--- src/core/bss_pkg.sv ---
// constants, register map and state type of the buck start-up sequencer
package bss_pkg;

	// time base
	localparam int CLK_PERIOD_NS = 100;

	// sequence times, figures in ns, counts derived from the clock period
	localparam int INIT_DELAY_NS = 6_800_000;
	localparam int INIT_DELAY_CYC = INIT_DELAY_NS / CLK_PERIOD_NS;
	localparam int SAMPLE_MAX_NS = 3_400_000;
	localparam int SAMPLE_MAX_CYC = SAMPLE_MAX_NS / CLK_PERIOD_NS;
	localparam int SS_TIME_NS = 6_800_000;
	localparam int SS_TIME_CYC = SS_TIME_NS / CLK_PERIOD_NS;
	localparam int SS_INIT_NS = 10_000;
	localparam int SS_INIT_CYC = SS_INIT_NS / CLK_PERIOD_NS;
	localparam int OC_BLANK_NS = 200;
	localparam int OC_BLANK_CYC = (OC_BLANK_NS + CLK_PERIOD_NS - 1) / CLK_PERIOD_NS;

	// counter shapes
	localparam int SS_STEPS = 64;
	localparam int SS_W = 7;
	localparam int SP_W = 8;
	localparam int SP_STEPS = 256;
	localparam int TMR_W = 24;
	localparam int DUMMY_RUNS = 2;

	// register bus
	localparam int ADDR_W = 8;
	localparam logic [ADDR_W-1:0] REG_STATUS = 8'h00;
	localparam logic [ADDR_W-1:0] REG_MASK = 8'h04;
	localparam logic [ADDR_W-1:0] REG_STATE = 8'h08;
	localparam logic [1:0] RESP_OKAY = 2'h0;
	localparam logic [1:0] RESP_SLVERR = 2'h2;

	// status and mask layout
	localparam int ST_W = 5;
	localparam int ST_TRIP = 0;
	localparam int ST_SAMPLED = 1;
	localparam int ST_SS_DONE = 2;
	localparam int ST_DISABLED = 3;
	localparam int ST_SUPPLY_LOST = 4;
	localparam logic [ST_W-1:0] STATUS_RST = 5'h00;
	localparam logic [ST_W-1:0] MASK_RST = 5'h00;

	// state register layout
	localparam int SR_STATE_LSB = 0;
	localparam int SR_SP_LSB = 8;
	localparam int SR_SS_LSB = 16;

	// synchronised input indices
	localparam int N_IN = 8;
	localparam int IN_SUPPLY = 0;
	localparam int IN_PIN_UP = 1;
	localparam int IN_PWM = 2;
	localparam int IN_HS_SENSE = 3;
	localparam int IN_PHASE = 4;
	localparam int IN_LS_SENSE = 5;
	localparam int IN_OC = 6;
	localparam int IN_SP_HIT = 7;

	typedef enum logic [2:0] {
		BSS_POR_WAIT,
		BSS_DISABLED,
		BSS_DELAY,
		BSS_SAMPLE,
		BSS_SS_INIT,
		BSS_SOFTSTART,
		BSS_RUN,
		BSS_HICCUP
	} bss_state_t;

endpackage

--- src/core/bss_top.sv ---
// start-up, shutdown and gate interlock sequencer with AXI4-Lite status port
// What this block does
// disable pin low: oscillator off, gates low, re-arm
// disabled: error amp off, only pull-up on
// pin back above trip: full new initialisation
// supply good rising starts setpoint sample phase
// pin held low at power-up postpones initialisation
// sequence timer waits for pin above trip
// fixed delay before setpoint sampling begins
// delay: low-side driver off, setpoint source on
// sampling lasts zero up to maximum time
// setpoint held digitally until supply lost or pin back above trip
// after sampling, short init then soft-start
// low-side pin senses setpoint only after reset/release
// trip: two dummy soft-starts, then retry
// overcurrent: switch-node drop against stored setpoint
// low-side on only after high-side off seen
// high-side on only after low-side off seen
// soft-start reference in 64 equal steps
// overcurrent window opens after blanking, ends with drive
// all timing counted on clock, cleared on reset
`timescale 1ns/100ps
`default_nettype none

module bss_top
	import bss_pkg::*;
#(
	parameter int DELAY_CYC = INIT_DELAY_CYC,
	parameter int SAMPLE_CYC = SAMPLE_MAX_CYC,
	parameter int SOFTSTART_CYC = SS_TIME_CYC
) (
	input wire logic aclk,
	input wire logic aresetn,
	// analog comparators and gate feedback
	input wire logic supply_good,
	input wire logic pin_above_trip,
	input wire logic pwm_high,
	input wire logic high_side_sense,
	input wire logic switch_node_high,
	input wire logic low_side_sense,
	input wire logic overcurrent_cmp,
	input wire logic setpoint_reached,
	// drive and analog controls
	output logic high_side_gate,
	output logic low_side_gate,
	output logic osc_run,
	output logic error_amp_en,
	output logic pin_pullup_en,
	output logic setpoint_src_en,
	output logic [SP_W-1:0] setpoint_dac,
	output logic [SS_W-1:0] softstart_ref,
	output logic irq,
	// axi4-lite slave
	input wire logic [ADDR_W-1:0] s_axi_awaddr,
	input wire logic s_axi_awvalid,
	output logic s_axi_awready,
	input wire logic [31:0] s_axi_wdata,
	input wire logic [3:0] s_axi_wstrb,
	input wire logic s_axi_wvalid,
	output logic s_axi_wready,
	output logic [1:0] s_axi_bresp,
	output logic s_axi_bvalid,
	input wire logic s_axi_bready,
	input wire logic [ADDR_W-1:0] s_axi_araddr,
	input wire logic s_axi_arvalid,
	output logic s_axi_arready,
	output logic [31:0] s_axi_rdata,
	output logic [1:0] s_axi_rresp,
	output logic s_axi_rvalid,
	input wire logic s_axi_rready
);

	// derived step lengths; longest times round down, never below one cycle
	localparam int SP_STEP_RAW = SAMPLE_CYC / SP_STEPS;
	localparam int SS_STEP_RAW = SOFTSTART_CYC / SS_STEPS;
	localparam logic [TMR_W-1:0] DELAY_LAST = TMR_W'(DELAY_CYC - 1);
	localparam logic [TMR_W-1:0] SP_STEP_LAST = TMR_W'((SP_STEP_RAW < 1 ? 1 : SP_STEP_RAW) - 1);
	localparam logic [TMR_W-1:0] SS_STEP_LAST = TMR_W'((SS_STEP_RAW < 1 ? 1 : SS_STEP_RAW) - 1);
	localparam logic [TMR_W-1:0] SS_INIT_LAST = TMR_W'(SS_INIT_CYC - 1);
	localparam logic [2:0] BLANK = 3'(OC_BLANK_CYC);
	localparam logic [SS_W-1:0] SS_FULL = SS_W'(SS_STEPS);
	localparam logic [SP_W-1:0] SP_MAX = SP_W'(SP_STEPS - 1);
	localparam logic DUMMY_LAST = 1'(DUMMY_RUNS - 1);

	////////////////////////////////////////////////////////////////////////
	// pin input synchronisers: three flops, accept when second and third agree

	logic [N_IN-1:0] raw;
	logic [N_IN-1:0] s1_q;
	logic [N_IN-1:0] s2_q;
	logic [N_IN-1:0] s3_q;
	logic [N_IN-1:0] in_q;

	assign raw[IN_SUPPLY] = supply_good;
	assign raw[IN_PIN_UP] = pin_above_trip;
	assign raw[IN_PWM] = pwm_high;
	assign raw[IN_HS_SENSE] = high_side_sense;
	assign raw[IN_PHASE] = switch_node_high;
	assign raw[IN_LS_SENSE] = low_side_sense;
	assign raw[IN_OC] = overcurrent_cmp;
	assign raw[IN_SP_HIT] = setpoint_reached;

	// one filter per input; a single-cycle glitch never reaches in_q
	for (genvar i = 0; i < N_IN; i++) begin : g_sync
		always_ff @(posedge aclk) begin
			if (!aresetn) begin
				s1_q[i] <= 1'b0;
				s2_q[i] <= 1'b0;
				s3_q[i] <= 1'b0;
				in_q[i] <= 1'b0;
			end else begin
				s1_q[i] <= raw[i];
				s2_q[i] <= s1_q[i];
				s3_q[i] <= s2_q[i];
				if (s2_q[i] == s3_q[i]) begin
					in_q[i] <= s3_q[i];
				end
			end
		end
	end

	wire sup_ok = in_q[IN_SUPPLY];
	wire pin_up = in_q[IN_PIN_UP];

	////////////////////////////////////////////////////////////////////////
	// sequencer

	bss_state_t state_q, state_d;
	logic [TMR_W-1:0] tmr_q, tmr_d;
	logic [SP_W-1:0] sp_q, sp_d;
	logic [SS_W-1:0] lvl_q, lvl_d;
	logic dummy_q, dummy_d;
	logic oc_trip;
	logic ev_sampled;
	logic ev_ss_done;

	wire gates_allowed = (state_q == BSS_SOFTSTART) || (state_q == BSS_RUN);
	wire step_ss = (tmr_q >= SS_STEP_LAST);
	wire lvl_last = (lvl_q == SS_FULL - 7'h01);

	// next state; later checks override earlier ones in priority order
	always_comb begin
		state_d = state_q;
		tmr_d = TMR_W'(tmr_q + 24'h00_0001);
		sp_d = sp_q;
		lvl_d = lvl_q;
		dummy_d = dummy_q;
		ev_sampled = 1'b0;
		ev_ss_done = 1'b0;
		case (state_q)
			BSS_POR_WAIT: begin
				tmr_d = '0;
				state_d = BSS_DISABLED; // init started, timer waits for pin
			end
			BSS_DISABLED: begin
				tmr_d = '0;
				if (pin_up) begin
					state_d = BSS_DELAY;
					// drop the old setpoint now so the filtered compare settles before sampling
					sp_d = '0;
				end
			end
			BSS_DELAY: begin
				if (tmr_q >= DELAY_LAST) begin
					state_d = BSS_SAMPLE;
					tmr_d = '0;
					sp_d = '0;
				end
			end
			BSS_SAMPLE: begin
				if (in_q[IN_SP_HIT] || sp_q == SP_MAX) begin
					state_d = BSS_SS_INIT;
					tmr_d = '0;
					ev_sampled = 1'b1;
				end else if (tmr_q >= SP_STEP_LAST) begin
					tmr_d = '0;
					sp_d = SP_W'(sp_q + 8'h01); // counter drives the dac
				end
			end
			BSS_SS_INIT: begin
				lvl_d = '0;
				if (tmr_q >= SS_INIT_LAST) begin
					state_d = BSS_SOFTSTART;
					tmr_d = '0;
				end
			end
			BSS_SOFTSTART: begin
				if (step_ss) begin
					tmr_d = '0;
					lvl_d = SS_W'(lvl_q + 7'h01);
					if (lvl_last) begin
						state_d = BSS_RUN;
						ev_ss_done = 1'b1;
					end
				end
			end
			BSS_RUN: begin
				tmr_d = '0;
			end
			BSS_HICCUP: begin
				// dummy run: same step timing, gates stay off, no new sample
				if (step_ss) begin
					tmr_d = '0;
					lvl_d = SS_W'(lvl_q + 7'h01);
					if (lvl_last) begin
						lvl_d = '0;
						dummy_d = ~dummy_q;
						if (dummy_q == DUMMY_LAST) begin
							state_d = BSS_SS_INIT;
						end
					end
				end
			end
			default: begin
				state_d = BSS_POR_WAIT;
			end
		endcase
		if (oc_trip) begin
			state_d = BSS_HICCUP;
			tmr_d = '0;
			lvl_d = '0;
			dummy_d = 1'b0;
		end
		if (!pin_up && state_q != BSS_POR_WAIT) begin
			state_d = BSS_DISABLED; // re-arm soft-start
			lvl_d = '0;
			dummy_d = 1'b0;
		end
		if (!sup_ok) begin
			state_d = BSS_POR_WAIT; // setpoint lost with supply
			tmr_d = '0;
			sp_d = '0;
			lvl_d = '0;
			dummy_d = 1'b0;
		end
	end

	// all sequencer state cleared by reset
	always_ff @(posedge aclk) begin
		if (!aresetn) begin
			state_q <= BSS_POR_WAIT;
			tmr_q <= '0;
			sp_q <= '0;
			lvl_q <= '0;
			dummy_q <= 1'b0;
		end else begin
			state_q <= state_d;
			tmr_q <= tmr_d;
			sp_q <= sp_d;
			lvl_q <= lvl_d;
			dummy_q <= dummy_d;
		end
	end

	////////////////////////////////////////////////////////////////////////
	// gate interlock and overcurrent window

	logic hs_q;
	logic ls_q;
	logic [2:0] ls_on_cnt_q;
	logic [2:0] ls_on_cnt_d;

	// feedback is four cycles late, so the own drive is checked as well
	wire hs_d = gates_allowed && !oc_trip && in_q[IN_PWM] && !ls_q
		&& !in_q[IN_LS_SENSE];
	wire ls_d = gates_allowed && !oc_trip && !in_q[IN_PWM] && !hs_q
		&& !in_q[IN_HS_SENSE] && !in_q[IN_PHASE];
	assign ls_on_cnt_d = !ls_q ? 3'h0 : (ls_on_cnt_q < BLANK ? 3'(ls_on_cnt_q + 3'h1) : BLANK);
	// comparator already sees drop across the low side vs the dac
	wire oc_window = ls_q && (ls_on_cnt_q >= BLANK);
	assign oc_trip = gates_allowed && oc_window && in_q[IN_OC];

	// analog control lines
	wire active_d = (state_d != BSS_POR_WAIT) && (state_d != BSS_DISABLED);
	wire amp_d = (state_d == BSS_SOFTSTART) || (state_d == BSS_RUN);
	wire src_d = (state_d == BSS_DELAY) || (state_d == BSS_SAMPLE);
	wire [SS_W-1:0] ref_d = amp_d ? lvl_d : '0;

	logic osc_q;
	logic amp_q;
	logic pull_q;
	logic src_q;
	logic [SS_W-1:0] ref_q;

	// every drive output registered
	always_ff @(posedge aclk) begin
		if (!aresetn) begin
			hs_q <= 1'b0;
			ls_q <= 1'b0;
			ls_on_cnt_q <= 3'h0;
			osc_q <= 1'b0;
			amp_q <= 1'b0;
			pull_q <= 1'b1;
			src_q <= 1'b0;
			ref_q <= '0;
		end else begin
			hs_q <= hs_d && active_d;
			ls_q <= ls_d && active_d;
			ls_on_cnt_q <= ls_on_cnt_d;
			osc_q <= active_d;
			amp_q <= amp_d;
			pull_q <= !amp_d;
			src_q <= src_d;
			ref_q <= ref_d;
		end
	end

	assign high_side_gate = hs_q;
	assign low_side_gate = ls_q;
	assign osc_run = osc_q;
	assign error_amp_en = amp_q;
	assign pin_pullup_en = pull_q;
	assign setpoint_src_en = src_q;
	assign setpoint_dac = sp_q;
	assign softstart_ref = ref_q;

	////////////////////////////////////////////////////////////////////////
	// axi4-lite slave: status, mask, state readback

	logic aw_rdy_q;
	logic w_rdy_q;
	logic aw_full_q;
	logic w_full_q;
	logic [ADDR_W-1:0] waddr_q;
	logic [31:0] wdata_q;
	logic [3:0] wstrb_q;
	logic bvalid_q;
	logic [1:0] bresp_q;
	logic ar_rdy_q;
	logic rvalid_q;
	logic [31:0] rdata_q;
	logic [1:0] rresp_q;
	logic [ST_W-1:0] status_q;
	logic [ST_W-1:0] mask_q;
	logic irq_q;

	wire aw_hs = s_axi_awvalid && aw_rdy_q;
	wire w_hs = s_axi_wvalid && w_rdy_q;
	wire b_hs = bvalid_q && s_axi_bready;
	wire ar_hs = s_axi_arvalid && ar_rdy_q;
	wire r_hs = rvalid_q && s_axi_rready;
	wire do_write = aw_full_q && w_full_q && !bvalid_q;

	// write decode
	wire wr_status = do_write && (waddr_q == REG_STATUS) && wstrb_q[0];
	wire wr_mask = do_write && (waddr_q == REG_MASK) && wstrb_q[0];
	wire wr_known = (waddr_q == REG_STATUS) || (waddr_q == REG_MASK) || (waddr_q == REG_STATE);

	// hardware events; set beats a same-cycle write-one clear
	wire [ST_W-1:0] ev_set = {
		(state_q != BSS_POR_WAIT) && (state_d == BSS_POR_WAIT),
		(state_q != BSS_DISABLED) && (state_d == BSS_DISABLED),
		ev_ss_done,
		ev_sampled,
		oc_trip
	};
	wire [ST_W-1:0] st_clr = wr_status ? wdata_q[ST_W-1:0] : '0;
	wire [ST_W-1:0] status_d = (status_q & ~st_clr) | ev_set;

	// read decode
	wire [31:0] state_word = (32'(state_q) << SR_STATE_LSB) | (32'(sp_q) << SR_SP_LSB)
		| (32'(lvl_q) << SR_SS_LSB);
	wire rd_status = (s_axi_araddr == REG_STATUS);
	wire rd_mask = (s_axi_araddr == REG_MASK);
	wire rd_state = (s_axi_araddr == REG_STATE);
	wire [31:0] rd_word = rd_status ? 32'(status_q) : rd_mask ? 32'(mask_q)
		: rd_state ? state_word : 32'h0000_0000;
	wire [1:0] rd_resp = (rd_status || rd_mask || rd_state) ? RESP_OKAY : RESP_SLVERR;

	// write channels: address and data taken in either order, response after both
	always_ff @(posedge aclk) begin
		if (!aresetn) begin
			aw_rdy_q <= 1'b1;
			w_rdy_q <= 1'b1;
			aw_full_q <= 1'b0;
			w_full_q <= 1'b0;
			waddr_q <= '0;
			wdata_q <= 32'h0000_0000;
			wstrb_q <= 4'h0;
			bvalid_q <= 1'b0;
			bresp_q <= RESP_OKAY;
		end else begin
			if (aw_hs) begin
				aw_rdy_q <= 1'b0;
				aw_full_q <= 1'b1;
				waddr_q <= s_axi_awaddr;
			end else if (b_hs) begin
				aw_rdy_q <= 1'b1;
				aw_full_q <= 1'b0;
			end
			if (w_hs) begin
				w_rdy_q <= 1'b0;
				w_full_q <= 1'b1;
				wdata_q <= s_axi_wdata;
				wstrb_q <= s_axi_wstrb;
			end else if (b_hs) begin
				w_rdy_q <= 1'b1;
				w_full_q <= 1'b0;
			end
			if (do_write) begin
				bvalid_q <= 1'b1;
				bresp_q <= wr_known ? RESP_OKAY : RESP_SLVERR;
			end else if (b_hs) begin
				bvalid_q <= 1'b0;
			end
		end
	end

	// read channel: one cycle to data
	always_ff @(posedge aclk) begin
		if (!aresetn) begin
			ar_rdy_q <= 1'b1;
			rvalid_q <= 1'b0;
			rdata_q <= 32'h0000_0000;
			rresp_q <= RESP_OKAY;
		end else if (ar_hs) begin
			ar_rdy_q <= 1'b0;
			rvalid_q <= 1'b1;
			rdata_q <= rd_word;
			rresp_q <= rd_resp;
		end else if (r_hs) begin
			ar_rdy_q <= 1'b1;
			rvalid_q <= 1'b0;
		end
	end

	// sticky status, mask and the level interrupt
	always_ff @(posedge aclk) begin
		if (!aresetn) begin
			status_q <= STATUS_RST;
			mask_q <= MASK_RST;
			irq_q <= 1'b0;
		end else begin
			status_q <= status_d;
			if (wr_mask) begin
				mask_q <= wdata_q[ST_W-1:0];
			end
			irq_q <= |(status_d & mask_q);
		end
	end

	assign irq = irq_q;
	assign s_axi_awready = aw_rdy_q;
	assign s_axi_wready = w_rdy_q;
	assign s_axi_bvalid = bvalid_q;
	assign s_axi_bresp = bresp_q;
	assign s_axi_arready = ar_rdy_q;
	assign s_axi_rvalid = rvalid_q;
	assign s_axi_rdata = rdata_q;
	assign s_axi_rresp = rresp_q;

endmodule

`default_nettype wire

--- config.mk ---
export PLATFORM = sky130hd
export DESIGN_NAME = bss_top
export DESIGN_NICKNAME = d
export VERILOG_FILES = /design/src/core/bss_pkg.sv /design/src/core/bss_top.sv
export SDC_FILE = /design/constraint.sdc
export NUM_CORES = 1
export LEC_CHECK = 0
export ABC_AREA = 1
export BUFFER_PORTS_ARGS = -buffer_cell sky130_fd_sc_hd__buf_2
export CAP_MARGIN = 20
export CORE_MARGIN = 1.5
export CORE_UTILIZATION = 54
export CTS_BUF_LIST = sky130_fd_sc_hd__clkbuf_16
export CTS_CLUSTER_DIAMETER = 200
export DETAILED_ROUTE_END_ITERATION = 6
export PLACE_DENSITY = 0.83
export SLEW_MARGIN = 20
export SYNTH_ARGS = -nofsm -noshare
export SYNTH_HDL_FRONTEND = slang
export SYNTH_SLANG_ARGS = --single-unit
export TNS_END_PERCENT = 30
--- constraint.sdc ---
create_clock -name aclk -period 2.1 [get_ports aclk]
set_input_delay 0.21 -clock aclk [delete_from_list [all_inputs] [get_ports aclk]]
set_output_delay 0.21 -clock aclk [all_outputs]
set_load 0.02 [all_outputs]
# ---- Word-level counts from Yosys, hierarchy flattened
# Cells that the tools add are included.
dict set report totals {
  reg_bits 159
  out_inout_bits 63
  input_bits 67
}
dict set report classes {
  eq_ne 32
  mux 54
  n_bitwise 9
  add_sub_neg 4
  order_cmp 6
  n_reduce_logical 68
}
# cell n
set op_table {}
lappend op_table {{2-to-1 mux 24 bit} 5}
lappend op_table {{case mux 24 bit (5 select lines)} 1}
lappend op_table {{2-to-1 mux 23 bit} 3}
lappend op_table {{2-to-1 mux 7 bit} 6}
lappend op_table {{2-to-1 mux 3 bit} 12}
lappend op_table {{2-to-1 mux 8 bit} 4}
lappend op_table {{logical AND 1 bit} 28}
lappend op_table {{adder 24 x 1 -> 24 bit (second input constant)} 1}
lappend op_table {{>= comparator 24 x 11 -> 1 bit (second input constant)} 1}
lappend op_table {{>= comparator 24 x 17 -> 1 bit (second input constant)} 1}
lappend op_table {{>= comparator 24 x 7 -> 1 bit (second input constant)} 1}
lappend op_table {{>= comparator 24 x 8 -> 1 bit (second input constant)} 1}
lappend op_table {{case mux 8 bit (3 select lines)} 1}
lappend op_table {{OR 16 x 23 -> 23 bit} 1}
lappend op_table {{case mux 3 bit (7 select lines)} 1}
lappend op_table {{case mux 7 bit (3 select lines)} 1}
lappend op_table {{equality test 3 bit (second input constant)} 6}
lappend op_table {{equality test 8 x 3 -> 1 bit (second input constant)} 2}
lappend op_table {{equality test 8 x 4 -> 1 bit (second input constant)} 2}
lappend op_table {{logical NOT 8 bit} 2}
lappend op_table {{2-to-1 mux 1 bit} 16}
lappend op_table {{OR 3 x 16 -> 16 bit} 1}
lappend op_table {{equality test 3 x 2 -> 1 bit (second input constant)} 4}
lappend op_table {{bitwise AND 5 bit} 2}
lappend op_table {{other kinds (28)} 70}

# ---- Logic depth before layout (Yosys ltp)
dict set report depth {
  ltp_word 12
  ltp_mapped 17
}

# ---- Least setup slack after synthesis
# Ideal clock, no wire load.
dict set report synth_timing {
  kind {register -> register}
  start {register sp_q[0] (netlist: setpoint_dac[0])}
  end {register sp_q[6] (netlist: setpoint_dac[6])}
  t_arrival_ns 1.773
  path_buffers 0
  path_stages_with_launch 14
  required_time_ns 1.972
  setup_ns 0.128
  path_slack_ns 0.199
  period_less_slack_ns 1.901
  path_cell_list {dfxtp_1 > ha_1 > inv_1 > nor2_2 > nand2_1 > nand2_2 > nand2_2 > nand2_2 > inv_2 > nand3_1 > a41oi_2 > nand2_2 > nand2_1 > a21oi_1}
}
dict set report synth_between {
  elab_chain_len 4
}
# element line_no
set synth_rtl {}
lappend synth_rtl {{start: declaration} bss_top.sv:130} ;# logic [SP_W-1:0] sp_q, sp_d;
lappend synth_rtl {{start signal: assignment} bss_top.sv:249} ;# sp_q <= sp_d;
lappend synth_rtl {{adder 8 x 1 -> 8 bit or equality test 8 bit (tied branches)} {bss_top.sv:177, bss_top.sv:171}}
lappend synth_rtl {{2-to-1 mux 8 bit or logical OR 1 bit (tied branches)} {bss_top.sv:175, bss_top.sv:171}}
lappend synth_rtl {{2-to-1 mux 8 bit or inequality test 2 bit (tied branches)} --}
lappend synth_rtl {{case mux 8 bit (3 select lines) or AND reduction 5 bit (tied branches)} --}
# Several ways; a longest one is shown, not always the timed one. The select of a mux whose other input is x is not followed.
# A chain may end at the register's enable or synchronous reset.

# ---- Final worst setup path
dict set report layout_timing {
  start {register tmr_q[0]}
  end {register ref_q[5] (netlist: softstart_ref[5])}
}
dict set report layout_between {
  elab_chain_len 9
}
# element line_no
set layout_rtl {}
lappend layout_rtl {{start: declaration} bss_top.sv:129} ;# logic [TMR_W-1:0] tmr_q, tmr_d;
lappend layout_rtl {{start signal: assignment} bss_top.sv:248} ;# tmr_q <= tmr_d;
lappend layout_rtl {{>= comparator 24 x 11 -> 1 bit, or another cell as far along} bss_top.sv:138} ;# wire step_ss = (tmr_q >= SS_STEP_LAST);
lappend layout_rtl {{2-to-1 mux 3 bit (on tied branches)} --}
lappend layout_rtl {{case mux 3 bit (7 select lines)} bss_top.sv:150} ;# case (state_q)
lappend layout_rtl {{2-to-1 mux 3 bit} bss_top.sv:218} ;# if (oc_trip) begin
lappend layout_rtl {{2-to-1 mux 3 bit} bss_top.sv:224} ;# if (!pin_up && state_q != BSS_POR_WAIT) begin
lappend layout_rtl {{2-to-1 mux 3 bit} bss_top.sv:229} ;# if (!sup_ok) begin
lappend layout_rtl {{equality test 3 bit} bss_top.sv:275} ;# wire amp_d = (state_d == BSS_SOFTSTART) || (state_d == BSS_RUN);
lappend layout_rtl {{logical OR 1 bit} bss_top.sv:275}
lappend layout_rtl {{AND reduction 2 bit (no source line)} --}
lappend layout_rtl {{end signal: assignment} bss_top.sv:304} ;# ref_q <= ref_d;
lappend layout_rtl {{end: declaration} bss_top.sv:283} ;# logic [SS_W-1:0] ref_q;
# Several ways; a longest one is shown, not always the timed one.

==> impl_metrics.yaml <==
logic_synthesis:
  yosys-top-cells-count: "nand2_1 (158), dfxtp_1 (145), nor2_1 (111), inv_1 (91), a21oi_1 (59)"
  synth-edff-count: 0
  yosysTopAreaCell: "dfxtp_1"
  synth_compound_area_frac: 0.111
  synth_xor_area_frac: 0.0159
  synth.distinct_cells: 41
  yosys.area_share.simple: 0.283
  synth-seq-cells: 145
  synth_top_area_share: 0.480
  synthCells: 805
  yosysSeqAreaShare: 0.480
  synthMuxAreaShare: 0
  synthAdderAreaFrac: 0.0124
  synth_most_common_cell: "nand2_1"
  synthArstFlopShare: 0
  synth_top_family_by_area: "simple AND/OR/NAND/NOR gates"
  ys_warn_count: 0
  postSynthAreaPerCell_sq_um: 7.52
  netlist_area_sq_um: 6050
  ys_top_cells_by_area: "dfxtp_1 (48%), nand2_1 (9.8%), nor2_1 (6.9%), inv_1 (5.6%), a21oi_1 (4.9%)"
  synthFlopType: "dfxtp_1"
floorplanning:
  ios: 130
  die_x_um: 109
  core-area_sq_um: 10900
  chipHeight_um: 109
  num_rows: 38
  start_util: 0.556
  fp.dieArea_sq_um: 11800
setup_path:
  cp_data_arrival_time_ps: 2340
  reg2reg_from: "tmr_q[0]$_SDFF_PP0_"
  rr_worst_depth: 15
  cp-end-kind: "flop"
  crit_type: "reg -> reg"
  critical_path.startpoint: "tmr_q[0]$_SDFF_PP0_"
  r2r_setup_slack_ps: 120
  cp-start-kind: "flop"
  crit_fanout: 5
  worstPathRequired_ps: 2460
  r2r_end: "softstart_ref[5]$_SDFF_PN0_"
worst_hold_path:
  hold_path_depth: 3
  worstHoldStart: "s_axi_awaddr[4]"
  hold_path_end: "waddr_q[4]$_SDFFE_PN0P_"
  min_path_type: "in -> reg"
global_route:
  track_usage: 0.230
  antenna_found_initial: 0
  grt_pass1_wl_um: 21400
  grt_pass1_vias: 4901
  grt_max_degree: 29
  overflow: 0
power_and_ir_drop:
  p_leak_nw: 3.33
  peakVddDrop_v: 0.000772
  power_density_nw_per_um2: 800
routing:
  via_per_inst: 5.03
  drt_pass1_iterations: 5
  wire_per_inst_um: 12.3
  wirelength_um: 13300
  num_vias: 5418
  antenna_left: 0
  first_iter_violations: 409
  drc: 0
clocking:
  cts_buffers: 17
  clk-insertion-delay-late_ps: 420
  clk_path_buf_depth: 2
  clock_sinks: 145
  clkSlewWorstSetupHoldPaths_ps: 60
  cts_tree: "yes"
  root_buffer: "clkbuf_16"
  htreeDepth: 4
timing:
  max_slew_margin: 0.502
  hold-worst-slack_ps: 38.8
  max_freq_mhz: 504
  finClkSkew_ps: 5.41
  setup_viol: 0
  finalHoldViolCount: 0
  period_needed_ps: 1980
  worstMarginPinSlew_ps: 746
  slew_viol_final: 0
  fin_crit_sh: 0.945
placement:
  place_area_sq_um: 6670
  io_buffers: 85
  dpl.hpwl_um: 8780
  globalplace.congestion: 0.910
finish:
  stdcell_area_sq_um: 7460
  fillerInstances: 864
  drive_above_1_share: 0.240
  area_delta_synth_final_pct: 23.3
  nets: 997
  diodes: 0
flow_run:
  cap_violations: 0
status:
  outcome: "completed"
-- cells in the final DEF (no fill, tap or decap), types with 3 or more instances in the layout --
cell type	Yosys	layout
a21oi_1	59	59
clkinv_4	0	4
o211ai_1	5	5
o21ai_0	44	43
dfxtp_1	145	135
xnor2_1	5	5
nand2_2	12	16
buf_2	3	85
nand3_1	46	42
clkbuf_16	0	17
dlygate4sd3_1	0	8
inv_1	91	90
nor3_1	11	11
inv_2	11	12
nand3_2	2	6
ha_1	6	3
nand2_4	1	4
nor2_2	20	18
nand2_1	158	152
or2_2	3	3
conb_1	1	21
nor2_4	5	10
inv_6	0	4
buf_4	15	21
nor2_1	111	108
dfxtp_2	0	9
clkinv_1	1	3
nand4_1	6	6
xor2_1	6	6
a31oi_1	5	5
-- timing repair --
item | CTS | global route
buffers inserted | 0 | 2
hold buffers | 8 | 0
resized for setup | 0 | 40
endpoints found under the setup margin | 0 | 18
endpoints found under the hold margin | 8 | 0
-- cells by family after synthesis --
family / count (synthesis)
AOI/OAI and AO/OA: 121
adders and majority gates: 6
other: 1
and+or+nand+nor: 383
buffers and inverters: 138
xor gates and xnor gates: 11
DFF: 145
-- layout make-up --
cell class | count | area (sq um) | share of cell area
clock buffer | 17 | 425 | 0.0570
clock inverter | 15 | 133 | 0.0178
inverter | 103 | 387 | 0.0518
multi-input combinational | 543 | 2760 | 0.370
sequential | 145 | 2920 | 0.391
tap | 140 | 175 | 0.0235
timing repair buffer | 114 | 663 | 0.0889
-- metrics by stage --
stage	setup slack, ps	total power [mW]	util	cells	TNS (ps)
CTS	120	6.00	0.671	1074	0
detailed placement	138	3.18	0.613	1034	0
global placement	167	3.18	0.613	1034	0
floorplan	199	3.11	-	825	0
finish	116	5.97	0.685	1077	0
global route	-33.9	6.17	0.685	1077	-53.4
-- report_power, final --
part           switching (mW)  internal [mW]  total (mW)
Sequential             0.0354           2.82        2.86
Clock                    1.19           1.63        2.83
Combinational           0.188         0.0981       0.286
-- flip-flops by register name, indices dropped and copies added, names as in the netlist, 5 cells and up --
signal and flops:
mask_q 5, tmr_q 24, in_q 6, setpoint_dac 8, waddr_q 8, s3_q 8
softstart_ref 7, s_axi_rdata 20, s1_q 8, wdata_q 5, lvl_q 7, status_q 5
s2_q 8
-- how the worst max path moves through the flow --
stage,endpoint,slack (ps),cells past startpoint
final,softstart_ref[5]$_SDFF_PN0_,120,15
after global routing,softstart_ref[5]$_SDFF_PN0_,-30,13
after CTS,tmr_q[16]$_SDFF_PP0_,120,13
after detailed placement,tmr_q[16]$_SDFF_PP0_,140,13
after global placement,tmr_q[16]$_SDFF_PP0_,170,13
after floorplan,setpoint_dac[6]$_SDFFE_PN0P_,200,13
-- critical path, stage by stage (launching register included) --
cell and delay [ps]:
dfxtp_4 380, inv_1 50, ha_1 190, nand2_1 70, nand2_1 70, nand2_2 70
nand3_2 80, nand2_4 120, nand2_4 70, nand2_4 80, nand3_2 70, nand2_2 110
nor2_1 60, nor2_2 240, nand2_4 140, nor2_2 130
-- routing by layer --
metal,part of all wire,track usage,up-vias
met5,0,0,-
met4,0.018,0.102,0
met3,0.050,0.0502,22
met2,0.49,0.386,144
met1,0.44,0.283,2490
li1,-,-,2762
Power figures use the tool's default switching activity.
